**src/ipr_pkg.sv**
```systemverilog
// Constants, field layout, address map and state types for the interrupt priority bank.
// Assumes a single 10 MHz clock and an AXI4-Lite master on the register side.
// Overview of operation
// - three-bit field is the level in binary
// - field value zero disables that source's request
// - unassigned bits ignore writes, read zero
// - reset loads each field as binary 100
// - field bits read back last written value
// - ext int1 level in bits 2-0
// - timer4 14-12, compare3 6-4
// - serial2 tx, rx, ext int2, timer5
// - spi2 event 6-4, fault 2-0
// - capture3 level in bits 6-4
// - i2c2 master 10-8, slave 6-4
// - calendar level in bits 10-8
// - crc, serial2 error, serial1 error fields
// - every source starts at level four
`default_nettype none

package ipr_pkg;

    localparam int ADDR_W = 8;
    localparam int DATA_W = 32;
    localparam int REG_W = 16;
    localparam int LVL_W = 3;
    localparam int NUM_REGS = 8;
    localparam int NUM_SRC = 16;

    // byte addresses of the priority words
    localparam logic [7:0] OFF_EXT_INT1 = 8'h14;
    localparam logic [7:0] OFF_TIMER4_OC3 = 8'h18;
    localparam logic [7:0] OFF_SERIAL2_INT2_TIMER5 = 8'h1C;
    localparam logic [7:0] OFF_SPI2 = 8'h20;
    localparam logic [7:0] OFF_CAPTURE3 = 8'h24;
    localparam logic [7:0] OFF_I2C2 = 8'h30;
    localparam logic [7:0] OFF_RTC = 8'h3C;
    localparam logic [7:0] OFF_CRC_SERIAL_ERR = 8'h40;

    // storage slots
    localparam logic [3:0] SLOT_EXT_INT1 = 4'h0;
    localparam logic [3:0] SLOT_TIMER4_OC3 = 4'h1;
    localparam logic [3:0] SLOT_SERIAL2_INT2_TIMER5 = 4'h2;
    localparam logic [3:0] SLOT_SPI2 = 4'h3;
    localparam logic [3:0] SLOT_CAPTURE3 = 4'h4;
    localparam logic [3:0] SLOT_I2C2 = 4'h5;
    localparam logic [3:0] SLOT_RTC = 4'h6;
    localparam logic [3:0] SLOT_CRC_SERIAL_ERR = 4'h7;
    localparam logic [3:0] SLOT_NONE = 4'h8;

    // implemented bits per word
    localparam logic [15:0] MASK_EXT_INT1 = 16'h0007;
    localparam logic [15:0] MASK_TIMER4_OC3 = 16'h7070;
    localparam logic [15:0] MASK_SERIAL2_INT2_TIMER5 = 16'h7777;
    localparam logic [15:0] MASK_SPI2 = 16'h0077;
    localparam logic [15:0] MASK_CAPTURE3 = 16'h0070;
    localparam logic [15:0] MASK_I2C2 = 16'h0770;
    localparam logic [15:0] MASK_RTC = 16'h0700;
    localparam logic [15:0] MASK_CRC_SERIAL_ERR = 16'h7770;

    // every field resets to binary 100, level four
    localparam logic [15:0] FIELD_RESET_PATTERN = 16'h4444;
    localparam logic [2:0] LEVEL_OFF = 3'h0;

    // field positions
    localparam int FLD3_LSB = 12;
    localparam int FLD2_LSB = 8;
    localparam int FLD1_LSB = 4;
    localparam int FLD0_LSB = 0;

    // source numbering on the request vector
    localparam int SRC_EXT_INT1 = 0;
    localparam int SRC_TIMER4 = 1;
    localparam int SRC_COMPARE3 = 2;
    localparam int SRC_SERIAL2_TX = 3;
    localparam int SRC_SERIAL2_RX = 4;
    localparam int SRC_EXT_INT2 = 5;
    localparam int SRC_TIMER5 = 6;
    localparam int SRC_SPI2_EVENT = 7;
    localparam int SRC_SPI2_FAULT = 8;
    localparam int SRC_CAPTURE3 = 9;
    localparam int SRC_I2C2_MASTER = 10;
    localparam int SRC_I2C2_SLAVE = 11;
    localparam int SRC_CALENDAR = 12;
    localparam int SRC_CRC_ERROR = 13;
    localparam int SRC_SERIAL2_ERROR = 14;
    localparam int SRC_SERIAL1_ERROR = 15;

    localparam logic [1:0] RESP_OKAY = 2'h0;
    localparam logic [1:0] RESP_SLVERR = 2'h2;

    typedef enum logic [0:0] {WR_COLLECT = 1'b0, WR_RESP = 1'b1} ipr_wr_state_t;
    typedef enum logic [0:0] {RD_IDLE = 1'b0, RD_RESP = 1'b1} ipr_rd_state_t;

    function automatic logic [3:0] ipr_slot(input logic [7:0] addr);
        unique case (addr)
            OFF_EXT_INT1: ipr_slot = SLOT_EXT_INT1;
            OFF_TIMER4_OC3: ipr_slot = SLOT_TIMER4_OC3;
            OFF_SERIAL2_INT2_TIMER5: ipr_slot = SLOT_SERIAL2_INT2_TIMER5;
            OFF_SPI2: ipr_slot = SLOT_SPI2;
            OFF_CAPTURE3: ipr_slot = SLOT_CAPTURE3;
            OFF_I2C2: ipr_slot = SLOT_I2C2;
            OFF_RTC: ipr_slot = SLOT_RTC;
            OFF_CRC_SERIAL_ERR: ipr_slot = SLOT_CRC_SERIAL_ERR;
            default: ipr_slot = SLOT_NONE;
        endcase
    endfunction

    function automatic logic [15:0] ipr_mask(input logic [3:0] slot);
        unique case (slot)
            SLOT_EXT_INT1: ipr_mask = MASK_EXT_INT1;
            SLOT_TIMER4_OC3: ipr_mask = MASK_TIMER4_OC3;
            SLOT_SERIAL2_INT2_TIMER5: ipr_mask = MASK_SERIAL2_INT2_TIMER5;
            SLOT_SPI2: ipr_mask = MASK_SPI2;
            SLOT_CAPTURE3: ipr_mask = MASK_CAPTURE3;
            SLOT_I2C2: ipr_mask = MASK_I2C2;
            SLOT_RTC: ipr_mask = MASK_RTC;
            SLOT_CRC_SERIAL_ERR: ipr_mask = MASK_CRC_SERIAL_ERR;
            default: ipr_mask = 16'h0000;
        endcase
    endfunction

endpackage

`default_nettype wire

```
**src/ipr_axil_slave.sv**
```systemverilog
// AXI4-Lite slave front end: turns bus transfers into one-cycle write and read strobes.
// Assumes the register store answers wrOk, rdOk and rdData combinationally.
`default_nettype none

module ipr_axil_slave #(
    parameter int ADDR_W = 8
) (
    input wire logic clk,
    input wire logic rst,
    input wire logic [ADDR_W-1:0] s_axi_awaddr,
    input wire logic s_axi_awvalid,
    output logic s_axi_awready,
    input wire logic [31:0] s_axi_wdata,
    input wire logic [3:0] s_axi_wstrb,
    input wire logic s_axi_wvalid,
    output logic s_axi_wready,
    output logic [1:0] s_axi_bresp,
    output logic s_axi_bvalid,
    input wire logic s_axi_bready,
    input wire logic [ADDR_W-1:0] s_axi_araddr,
    input wire logic s_axi_arvalid,
    output logic s_axi_arready,
    output logic [31:0] s_axi_rdata,
    output logic [1:0] s_axi_rresp,
    output logic s_axi_rvalid,
    input wire logic s_axi_rready,
    output logic wrEn,
    output logic [ADDR_W-1:0] wrAddr,
    output logic [31:0] wrData,
    output logic [3:0] wrStrb,
    input wire logic wrOk,
    output logic rdEn,
    output logic [ADDR_W-1:0] rdAddr,
    input wire logic rdOk,
    input wire logic [31:0] rdData
);

    ipr_pkg::ipr_wr_state_t wrState, next_wrState;
    ipr_pkg::ipr_rd_state_t rdState, next_rdState;
    logic awHeld, next_awHeld;
    logic wHeld, next_wHeld;
    logic [ADDR_W-1:0] next_wrAddr;
    logic [31:0] next_wrData;
    logic [3:0] next_wrStrb;
    logic next_awready, next_wready, next_bvalid, next_arready, next_rvalid;
    logic [1:0] next_bresp, next_rresp;
    logic [31:0] next_rdata;

    always_comb
    begin
        next_wrState = wrState;
        next_awHeld = awHeld;
        next_wHeld = wHeld;
        next_wrAddr = wrAddr;
        next_wrData = wrData;
        next_wrStrb = wrStrb;
        next_bvalid = s_axi_bvalid;
        next_bresp = s_axi_bresp;
        wrEn = 1'b0;
        if (s_axi_awvalid && s_axi_awready)
        begin
            next_awHeld = 1'b1;
            next_wrAddr = s_axi_awaddr;
        end
        if (s_axi_wvalid && s_axi_wready)
        begin
            next_wHeld = 1'b1;
            next_wrData = s_axi_wdata;
            next_wrStrb = s_axi_wstrb;
        end
        unique case (wrState)
            ipr_pkg::WR_COLLECT:
            begin
                if (awHeld && wHeld)
                begin
                    wrEn = 1'b1;
                    next_bresp = wrOk ? ipr_pkg::RESP_OKAY : ipr_pkg::RESP_SLVERR;
                    next_bvalid = 1'b1;
                    next_awHeld = 1'b0;
                    next_wHeld = 1'b0;
                    next_wrState = ipr_pkg::WR_RESP;
                end
            end
            ipr_pkg::WR_RESP:
            begin
                if (s_axi_bready)
                begin
                    next_bvalid = 1'b0;
                    next_wrState = ipr_pkg::WR_COLLECT;
                end
            end
        endcase
        next_awready = (next_wrState == ipr_pkg::WR_COLLECT) && !next_awHeld
            && !(awHeld && wHeld);
        next_wready = (next_wrState == ipr_pkg::WR_COLLECT) && !next_wHeld
            && !(awHeld && wHeld);
    end

    // read address is held by the master while arvalid stands
    assign rdAddr = s_axi_araddr;

    always_comb
    begin
        next_rdState = rdState;
        next_rvalid = s_axi_rvalid;
        next_rdata = s_axi_rdata;
        next_rresp = s_axi_rresp;
        next_arready = s_axi_arready;
        rdEn = 1'b0;
        unique case (rdState)
            ipr_pkg::RD_IDLE:
            begin
                next_arready = 1'b1;
                if (s_axi_arvalid && s_axi_arready)
                begin
                    rdEn = 1'b1;
                    next_rdata = rdOk ? rdData : 32'h0000_0000;
                    next_rresp = rdOk ? ipr_pkg::RESP_OKAY : ipr_pkg::RESP_SLVERR;
                    next_rvalid = 1'b1;
                    next_arready = 1'b0;
                    next_rdState = ipr_pkg::RD_RESP;
                end
            end
            ipr_pkg::RD_RESP:
            begin
                if (s_axi_rready)
                begin
                    next_rvalid = 1'b0;
                    next_arready = 1'b1;
                    next_rdState = ipr_pkg::RD_IDLE;
                end
            end
        endcase
    end

    always_ff @(posedge clk)
    begin
        if (rst)
        begin
            wrState <= ipr_pkg::WR_COLLECT;
            rdState <= ipr_pkg::RD_IDLE;
            awHeld <= 1'b0;
            wHeld <= 1'b0;
            wrAddr <= '0;
            wrData <= 32'h0000_0000;
            wrStrb <= 4'h0;
            s_axi_awready <= 1'b0;
            s_axi_wready <= 1'b0;
            s_axi_bvalid <= 1'b0;
            s_axi_bresp <= 2'h0;
            s_axi_arready <= 1'b0;
            s_axi_rvalid <= 1'b0;
            s_axi_rdata <= 32'h0000_0000;
            s_axi_rresp <= 2'h0;
        end
        else
        begin
            wrState <= next_wrState;
            rdState <= next_rdState;
            awHeld <= next_awHeld;
            wHeld <= next_wHeld;
            wrAddr <= next_wrAddr;
            wrData <= next_wrData;
            wrStrb <= next_wrStrb;
            s_axi_awready <= next_awready;
            s_axi_wready <= next_wready;
            s_axi_bvalid <= next_bvalid;
            s_axi_bresp <= next_bresp;
            s_axi_arready <= next_arready;
            s_axi_rvalid <= next_rvalid;
            s_axi_rdata <= next_rdata;
            s_axi_rresp <= next_rresp;
        end
    end

endmodule

`default_nettype wire

```
**src/ipr_regs_top.sv**
```systemverilog
// Interrupt priority bank: eight 16-bit priority words, per-source levels and gated requests.
// Assumes source flags are synchronous to clk; registers are reached over AXI4-Lite.
//
// Our own choices: the register offsets and the AXI4-Lite slave port.
`default_nettype none

module ipr_regs_top (
    input wire logic clk,
    input wire logic rst,
    input wire logic [7:0] s_axi_awaddr,
    input wire logic s_axi_awvalid,
    output logic s_axi_awready,
    input wire logic [31:0] s_axi_wdata,
    input wire logic [3:0] s_axi_wstrb,
    input wire logic s_axi_wvalid,
    output logic s_axi_wready,
    output logic [1:0] s_axi_bresp,
    output logic s_axi_bvalid,
    input wire logic s_axi_bready,
    input wire logic [7:0] s_axi_araddr,
    input wire logic s_axi_arvalid,
    output logic s_axi_arready,
    output logic [31:0] s_axi_rdata,
    output logic [1:0] s_axi_rresp,
    output logic s_axi_rvalid,
    input wire logic s_axi_rready,
    input wire logic [15:0] srcFlag,
    output logic [15:0] srcRequest,
    output logic [2:0] ext_int1_level,
    output logic [2:0] timer4_level,
    output logic [2:0] compare3_level,
    output logic [2:0] serial2_tx_level,
    output logic [2:0] serial2_rx_level,
    output logic [2:0] ext_int2_level,
    output logic [2:0] timer5_level,
    output logic [2:0] spi2_event_level,
    output logic [2:0] spi2_fault_level,
    output logic [2:0] capture3_level,
    output logic [2:0] i2c2_master_level,
    output logic [2:0] i2c2_slave_level,
    output logic [2:0] calendar_level,
    output logic [2:0] crc_error_level,
    output logic [2:0] serial2_error_level,
    output logic [2:0] serial1_error_level
);

    logic wrEn;
    logic [7:0] wrAddr;
    logic [31:0] wrData;
    logic [3:0] wrStrb;
    logic rdEn;
    logic [7:0] rdAddr;
    logic [3:0] wrSlot, rdSlot;
    logic wrOk, rdOk;
    logic [31:0] rdData;
    logic [15:0] laneMask;
    logic [15:0] prio [ipr_pkg::NUM_REGS];
    logic [15:0] next_prio [ipr_pkg::NUM_REGS];
    logic [2:0] lvl [ipr_pkg::NUM_SRC];
    logic [15:0] next_srcRequest;

    ipr_axil_slave #(
        .ADDR_W(ipr_pkg::ADDR_W)
    ) u_bus (
        .clk(clk),
        .rst(rst),
        .s_axi_awaddr(s_axi_awaddr),
        .s_axi_awvalid(s_axi_awvalid),
        .s_axi_awready(s_axi_awready),
        .s_axi_wdata(s_axi_wdata),
        .s_axi_wstrb(s_axi_wstrb),
        .s_axi_wvalid(s_axi_wvalid),
        .s_axi_wready(s_axi_wready),
        .s_axi_bresp(s_axi_bresp),
        .s_axi_bvalid(s_axi_bvalid),
        .s_axi_bready(s_axi_bready),
        .s_axi_araddr(s_axi_araddr),
        .s_axi_arvalid(s_axi_arvalid),
        .s_axi_arready(s_axi_arready),
        .s_axi_rdata(s_axi_rdata),
        .s_axi_rresp(s_axi_rresp),
        .s_axi_rvalid(s_axi_rvalid),
        .s_axi_rready(s_axi_rready),
        .wrEn(wrEn),
        .wrAddr(wrAddr),
        .wrData(wrData),
        .wrStrb(wrStrb),
        .wrOk(wrOk),
        .rdEn(rdEn),
        .rdAddr(rdAddr),
        .rdOk(rdOk),
        .rdData(rdData)
    );

    // address decode; unmapped words answer with an error
    assign wrSlot = ipr_pkg::ipr_slot(wrAddr);
    assign rdSlot = ipr_pkg::ipr_slot(rdAddr);
    assign wrOk = (wrSlot != ipr_pkg::SLOT_NONE);
    assign rdOk = (rdSlot != ipr_pkg::SLOT_NONE);

    // only the two low byte lanes carry register bits
    assign laneMask = {{8{wrStrb[1]}}, {8{wrStrb[0]}}};

    // stored words never hold unimplemented bits, so reads return them as zero
    always_comb
    begin
        rdData = 32'h0000_0000;
        if (rdEn && rdOk)
        begin
            rdData = {16'h0000, prio[rdSlot[2:0]]};
        end
    end

    always_comb
    begin
        for (int i = 0; i < ipr_pkg::NUM_REGS; i++)
        begin
            next_prio[i] = prio[i];
        end
        if (wrEn && wrOk)
        begin
            next_prio[wrSlot[2:0]] = ((prio[wrSlot[2:0]] & ~laneMask)
                | (wrData[15:0] & laneMask)) & ipr_pkg::ipr_mask(wrSlot);
        end
    end

    always_ff @(posedge clk)
    begin
        if (rst)
        begin
            for (int i = 0; i < ipr_pkg::NUM_REGS; i++)
            begin
                // each field loads binary 100
                prio[i] <= ipr_pkg::FIELD_RESET_PATTERN
                    & ipr_pkg::ipr_mask(4'(i));
            end
        end
        else
        begin
            for (int i = 0; i < ipr_pkg::NUM_REGS; i++)
            begin
                prio[i] <= next_prio[i];
            end
        end
    end

    // field placement within each word
    assign lvl[ipr_pkg::SRC_EXT_INT1] =
        prio[ipr_pkg::SLOT_EXT_INT1[2:0]][ipr_pkg::FLD0_LSB +: 3];
    assign lvl[ipr_pkg::SRC_TIMER4] =
        prio[ipr_pkg::SLOT_TIMER4_OC3[2:0]][ipr_pkg::FLD3_LSB +: 3];
    assign lvl[ipr_pkg::SRC_COMPARE3] =
        prio[ipr_pkg::SLOT_TIMER4_OC3[2:0]][ipr_pkg::FLD1_LSB +: 3];
    assign lvl[ipr_pkg::SRC_SERIAL2_TX] =
        prio[ipr_pkg::SLOT_SERIAL2_INT2_TIMER5[2:0]][ipr_pkg::FLD3_LSB +: 3];
    assign lvl[ipr_pkg::SRC_SERIAL2_RX] =
        prio[ipr_pkg::SLOT_SERIAL2_INT2_TIMER5[2:0]][ipr_pkg::FLD2_LSB +: 3];
    assign lvl[ipr_pkg::SRC_EXT_INT2] =
        prio[ipr_pkg::SLOT_SERIAL2_INT2_TIMER5[2:0]][ipr_pkg::FLD1_LSB +: 3];
    assign lvl[ipr_pkg::SRC_TIMER5] =
        prio[ipr_pkg::SLOT_SERIAL2_INT2_TIMER5[2:0]][ipr_pkg::FLD0_LSB +: 3];
    assign lvl[ipr_pkg::SRC_SPI2_EVENT] =
        prio[ipr_pkg::SLOT_SPI2[2:0]][ipr_pkg::FLD1_LSB +: 3];
    assign lvl[ipr_pkg::SRC_SPI2_FAULT] =
        prio[ipr_pkg::SLOT_SPI2[2:0]][ipr_pkg::FLD0_LSB +: 3];
    assign lvl[ipr_pkg::SRC_CAPTURE3] =
        prio[ipr_pkg::SLOT_CAPTURE3[2:0]][ipr_pkg::FLD1_LSB +: 3];
    assign lvl[ipr_pkg::SRC_I2C2_MASTER] =
        prio[ipr_pkg::SLOT_I2C2[2:0]][ipr_pkg::FLD2_LSB +: 3];
    assign lvl[ipr_pkg::SRC_I2C2_SLAVE] =
        prio[ipr_pkg::SLOT_I2C2[2:0]][ipr_pkg::FLD1_LSB +: 3];
    assign lvl[ipr_pkg::SRC_CALENDAR] =
        prio[ipr_pkg::SLOT_RTC[2:0]][ipr_pkg::FLD2_LSB +: 3];
    assign lvl[ipr_pkg::SRC_CRC_ERROR] =
        prio[ipr_pkg::SLOT_CRC_SERIAL_ERR[2:0]][ipr_pkg::FLD3_LSB +: 3];
    assign lvl[ipr_pkg::SRC_SERIAL2_ERROR] =
        prio[ipr_pkg::SLOT_CRC_SERIAL_ERR[2:0]][ipr_pkg::FLD2_LSB +: 3];
    assign lvl[ipr_pkg::SRC_SERIAL1_ERROR] =
        prio[ipr_pkg::SLOT_CRC_SERIAL_ERR[2:0]][ipr_pkg::FLD1_LSB +: 3];

    // levels go straight from the storage flops to arbitration, binary coded
    assign ext_int1_level = lvl[ipr_pkg::SRC_EXT_INT1];
    assign timer4_level = lvl[ipr_pkg::SRC_TIMER4];
    assign compare3_level = lvl[ipr_pkg::SRC_COMPARE3];
    assign serial2_tx_level = lvl[ipr_pkg::SRC_SERIAL2_TX];
    assign serial2_rx_level = lvl[ipr_pkg::SRC_SERIAL2_RX];
    assign ext_int2_level = lvl[ipr_pkg::SRC_EXT_INT2];
    assign timer5_level = lvl[ipr_pkg::SRC_TIMER5];
    assign spi2_event_level = lvl[ipr_pkg::SRC_SPI2_EVENT];
    assign spi2_fault_level = lvl[ipr_pkg::SRC_SPI2_FAULT];
    assign capture3_level = lvl[ipr_pkg::SRC_CAPTURE3];
    assign i2c2_master_level = lvl[ipr_pkg::SRC_I2C2_MASTER];
    assign i2c2_slave_level = lvl[ipr_pkg::SRC_I2C2_SLAVE];
    assign calendar_level = lvl[ipr_pkg::SRC_CALENDAR];
    assign crc_error_level = lvl[ipr_pkg::SRC_CRC_ERROR];
    assign serial2_error_level = lvl[ipr_pkg::SRC_SERIAL2_ERROR];
    assign serial1_error_level = lvl[ipr_pkg::SRC_SERIAL1_ERROR];

    // a source with level zero never requests
    always_comb
    begin
        for (int i = 0; i < ipr_pkg::NUM_SRC; i++)
        begin
            next_srcRequest[i] = srcFlag[i] && (lvl[i] != ipr_pkg::LEVEL_OFF);
        end
    end

    always_ff @(posedge clk)
    begin
        if (rst)
        begin
            srcRequest <= 16'h0000;
        end
        else
        begin
            srcRequest <= next_srcRequest;
        end
    end

endmodule

`default_nettype wire

```
**config.mk**
```make
export PLATFORM = sky130hd
export DESIGN_NAME = ipr_regs_top
export DESIGN_NICKNAME = d
export VERILOG_FILES = /design/src/ipr_pkg.sv /design/src/ipr_axil_slave.sv /design/src/ipr_regs_top.sv
export SDC_FILE = /design/constraint.sdc
export NUM_CORES = 1
export LEC_CHECK = 0
export ABC_AREA = 1
export BUFFER_PORTS_ARGS = -buffer_cell sky130_fd_sc_hd__buf_4
export CORE_UTILIZATION = 52
export CTS_BUF_LIST = sky130_fd_sc_hd__clkbuf_16
export DETAILED_ROUTE_END_ITERATION = 8
export PLACE_DENSITY_LB_ADDON = 0.3
export SKIP_LAST_GASP = 1
export SLEW_MARGIN = 20
export SYNTH_ARGS = -nofsm -noshare
export SYNTH_HDL_FRONTEND = slang
export SYNTH_HIERARCHICAL = 1
export SYNTH_SLANG_ARGS = --single-unit
```
**constraint.sdc**
```tcl
create_clock -name clk -period 2.44 [get_ports clk]
set_clock_uncertainty 0.2 [all_clocks]
set_input_delay 0.366 -clock clk [delete_from_list [all_inputs] [get_ports clk]]
set_output_delay 0.366 -clock clk [all_outputs]
set_load 0.02 [all_outputs]
```
==> results_dict.tcl <==
set metrics [dict create \
    outcome "completed" \
    powerDensity_nw_per_um2 563 \
    grt_start_max_net_pins 47 \
    cts_tree "yes" \
    p_sw_mw 1.94 \
    syn-cell-area_um2 9470 \
    nFillCells 1527 \
    portBuffers 155 \
    hold_viol 0 \
    diodes 0 \
    vias 10200 \
    area_growth_pct 27.3 \
    whs_endpoint "u_bus/wrData[0]" \
    grtUsageTotal_pct 31.5 \
    startpoint_type "flop" \
    gr-total-overflow 0 \
    start_util_pct 54.0 \
    hp-class "in2reg" \
    fp.coreArea_um2 17500 \
    leakagePower_nw 6.14 \
    ant_nets 0 \
    wire_per_inst_um 15.6 \
    post-route-period-util_pct 97.8 \
    fin_hold_ws_ns 0.00944 \
    root_buffer "clkbuf_16" \
    io_pins 180 \
    cap_violations 0 \
    clk_latency_ns 0.44 \
    grt_pass1_vias 8645 \
    crit_path_end_kind "flop" \
    internal_power_mw 4.85 \
    post-route-min-period_ns 2.39 \
    reg2reg_to "prio[5][9]" \
    r2r_slack_ns 0.05 \
    swShare_pct 28.6 \
    antenna_found_initial 0 \
    via_per_inst 5.34 \
    rr_worst_depth 12 \
    worstHoldStart "s_axi_wdata[0]" \
    place_congestion 0.917 \
    rows 48 \
    cp.required_ns 2.60 \
    relSlewSlack_pct 62.3 \
    report.power.total_mw 6.79 \
    grt_pass1_wl_um 44900 \
    cts_buffers 17 \
    crit_fanout 6 \
    die_area_um2 18800 \
    die_w_um 137 \
    syn_area_per_cell_um2 6.42 \
    fmax_ghz 0.419 \
    cts.sinks 177 \
    worst_slew_pin_slew_ns 0.565 \
    final_nets 1744 \
    drc 0 \
    pwr-share-comb_pct 17.2 \
    yosys_warnings 6 \
    fin_util_pct 68.8 \
    rsz0062_at_grt "yes" \
    routed_wl_um 29700 \
    die_h_um 137 \
    clkSlewWorstSetupHoldPaths_ns 0.07 \
    seq_area_um2 3550 \
    clockBufferDepth 2 \
    cts-htree-levels 4 \
    criticalPathCategory "reg2reg" \
    pwr-share-seq_pct 44.9 \
    place_hpwl_um 20500 \
    first_iter_violations 1253 \
    holdPathStages 3 \
    setup_viol 0 \
    r2r-start "u_bus/wrAddr[0]" \
    firstDrtPassIters 7 \
    syn_inst 1475 \
    irDropWorstVdd_uv 522 \
    dp_slack_ns -0.137 \
    crit_arrival_ns 2.55 \
    maxSlewViolCount 0 \
    power_frac_clock_pct 37.9 \
    multiInputGateArea_um2 4650 \
    layout-drive-gt1-share_pct 19.7 \
    timing.final.ws_setup_ns 0.0528 \
]
## through the flow
stage          area [um2]  setup TNS, ns  instances
6_report            12100              0       1903
5_1_grt             12100         -0.676       1903
4_1_cts             12000              0       1901
3_5_place_dp        11100          -1.16       1835
3_3_place_gp        11100         -0.318       1835
2_1_floorplan        9550              0       1495
## flip-flops by register name, summed over array words and instances, names as in the netlist, 2 cells and up
| register | cells |
|---|---|
| prio | 96 |
| srcRequest | 16 |
| u_bus/s_axi_rdata | 32 |
| u_bus/wrAddr | 8 |
| u_bus/wrData | 12 |
| u_bus/wrStrb | 2 |
## worst max-delay path: stages (launching register included)
cell,delay (ns)
dfxtp_1,0.38
nor2_4,0.07
nand2_1,0.14
nor2_2,0.07
nor2_2,0.12
buf_4,0.15
inv_1,0.11
buf_4,0.18
nand3_1,0.12
nand2_1,0.11
o21bai_1,0.27
nand2_2,0.21
a21oi_1,0.18
## layout by cell type (no fill, tap or decap), types with 2 or more instances in the layout
cell	instances
nand2_1	382
buf_4	224
nor2_1	203
dfxtp_1	173
inv_1	155
nand3_1	149
a21oi_1	84
o21ai_0	59
dlygate4sd3_1	34
o21ai_1	22
conb_1	22
buf_12	18
clkbuf_16	17
nor2_2	14
nand2_2	12
inv_2	12
o211ai_1	12
nor3_1	12
o311a_1	11
clkinv_1	8
o21bai_1	7
nor2_4	6
a31oi_1	4
dfxtp_2	4
nand3_2	3
a21oi_2	3
ha_1	3
clkinvlp_4	3
inv_6	3
nand4_1	2
o31ai_1	2
nor3b_1	2
clkinv_2	2
## power by group through the flow
| stage | Combinational, mW | Clock (mW) | Sequential, mW |
|---|---|---|---|
| after global placement | 1.06 | 0 | 3.11 |
| after CTS | 1.12 | 2.59 | 3.04 |
| after global routing | 1.26 | 2.74 | 3.06 |
| after floorplan | 0.583 | 0 | 3.17 |
| after detailed placement | 1.07 | 0 | 3.11 |
| final | 1.17 | 2.57 | 3.05 |
## area by class of cell
class | count | share of cell area, %
Sequential cell | 177 | 29.4
Multi-Input combinational cell | 1022 | 38.6
Inverter | 170 | 5.29
Timing Repair Buffer | 277 | 19.9
Tap cell | 225 | 2.33
Clock buffer | 17 | 3.53
Clock inverter | 15 | 0.965
## metal layers
metal	track usage [%]	share of wire, %
met1	41.4	40
met2	48.3	45
met3	8.37	12
met4	13.4	3.7
met5	0	0
## worst max path at each step
stage | startpoint | to
3_5_place_dp | s_axi_araddr[7] | u_bus/s_axi_rdata[12]
3_3_place_gp | s_axi_araddr[7] | u_bus/s_axi_rdata[6]
4_1_cts | u_bus/wrAddr[1] | prio[6][4]
2_1_floorplan | u_bus/wrAddr[5] | prio[2][6]
6_report | u_bus/wrAddr[0] | prio[5][9]
5_1_grt | u_bus/wrAddr[3] | prio[5][9]
## timing repair
item / CTS / global route
endpoints found under the hold margin: 35 / 0
setup buffers: 0 / 2
gates resized for setup: 0 / 23
hold buffers: 34 / 0
setup endpoints to repair: 0 / 79
No activity file was read; power rests on OpenSTA's default activity.
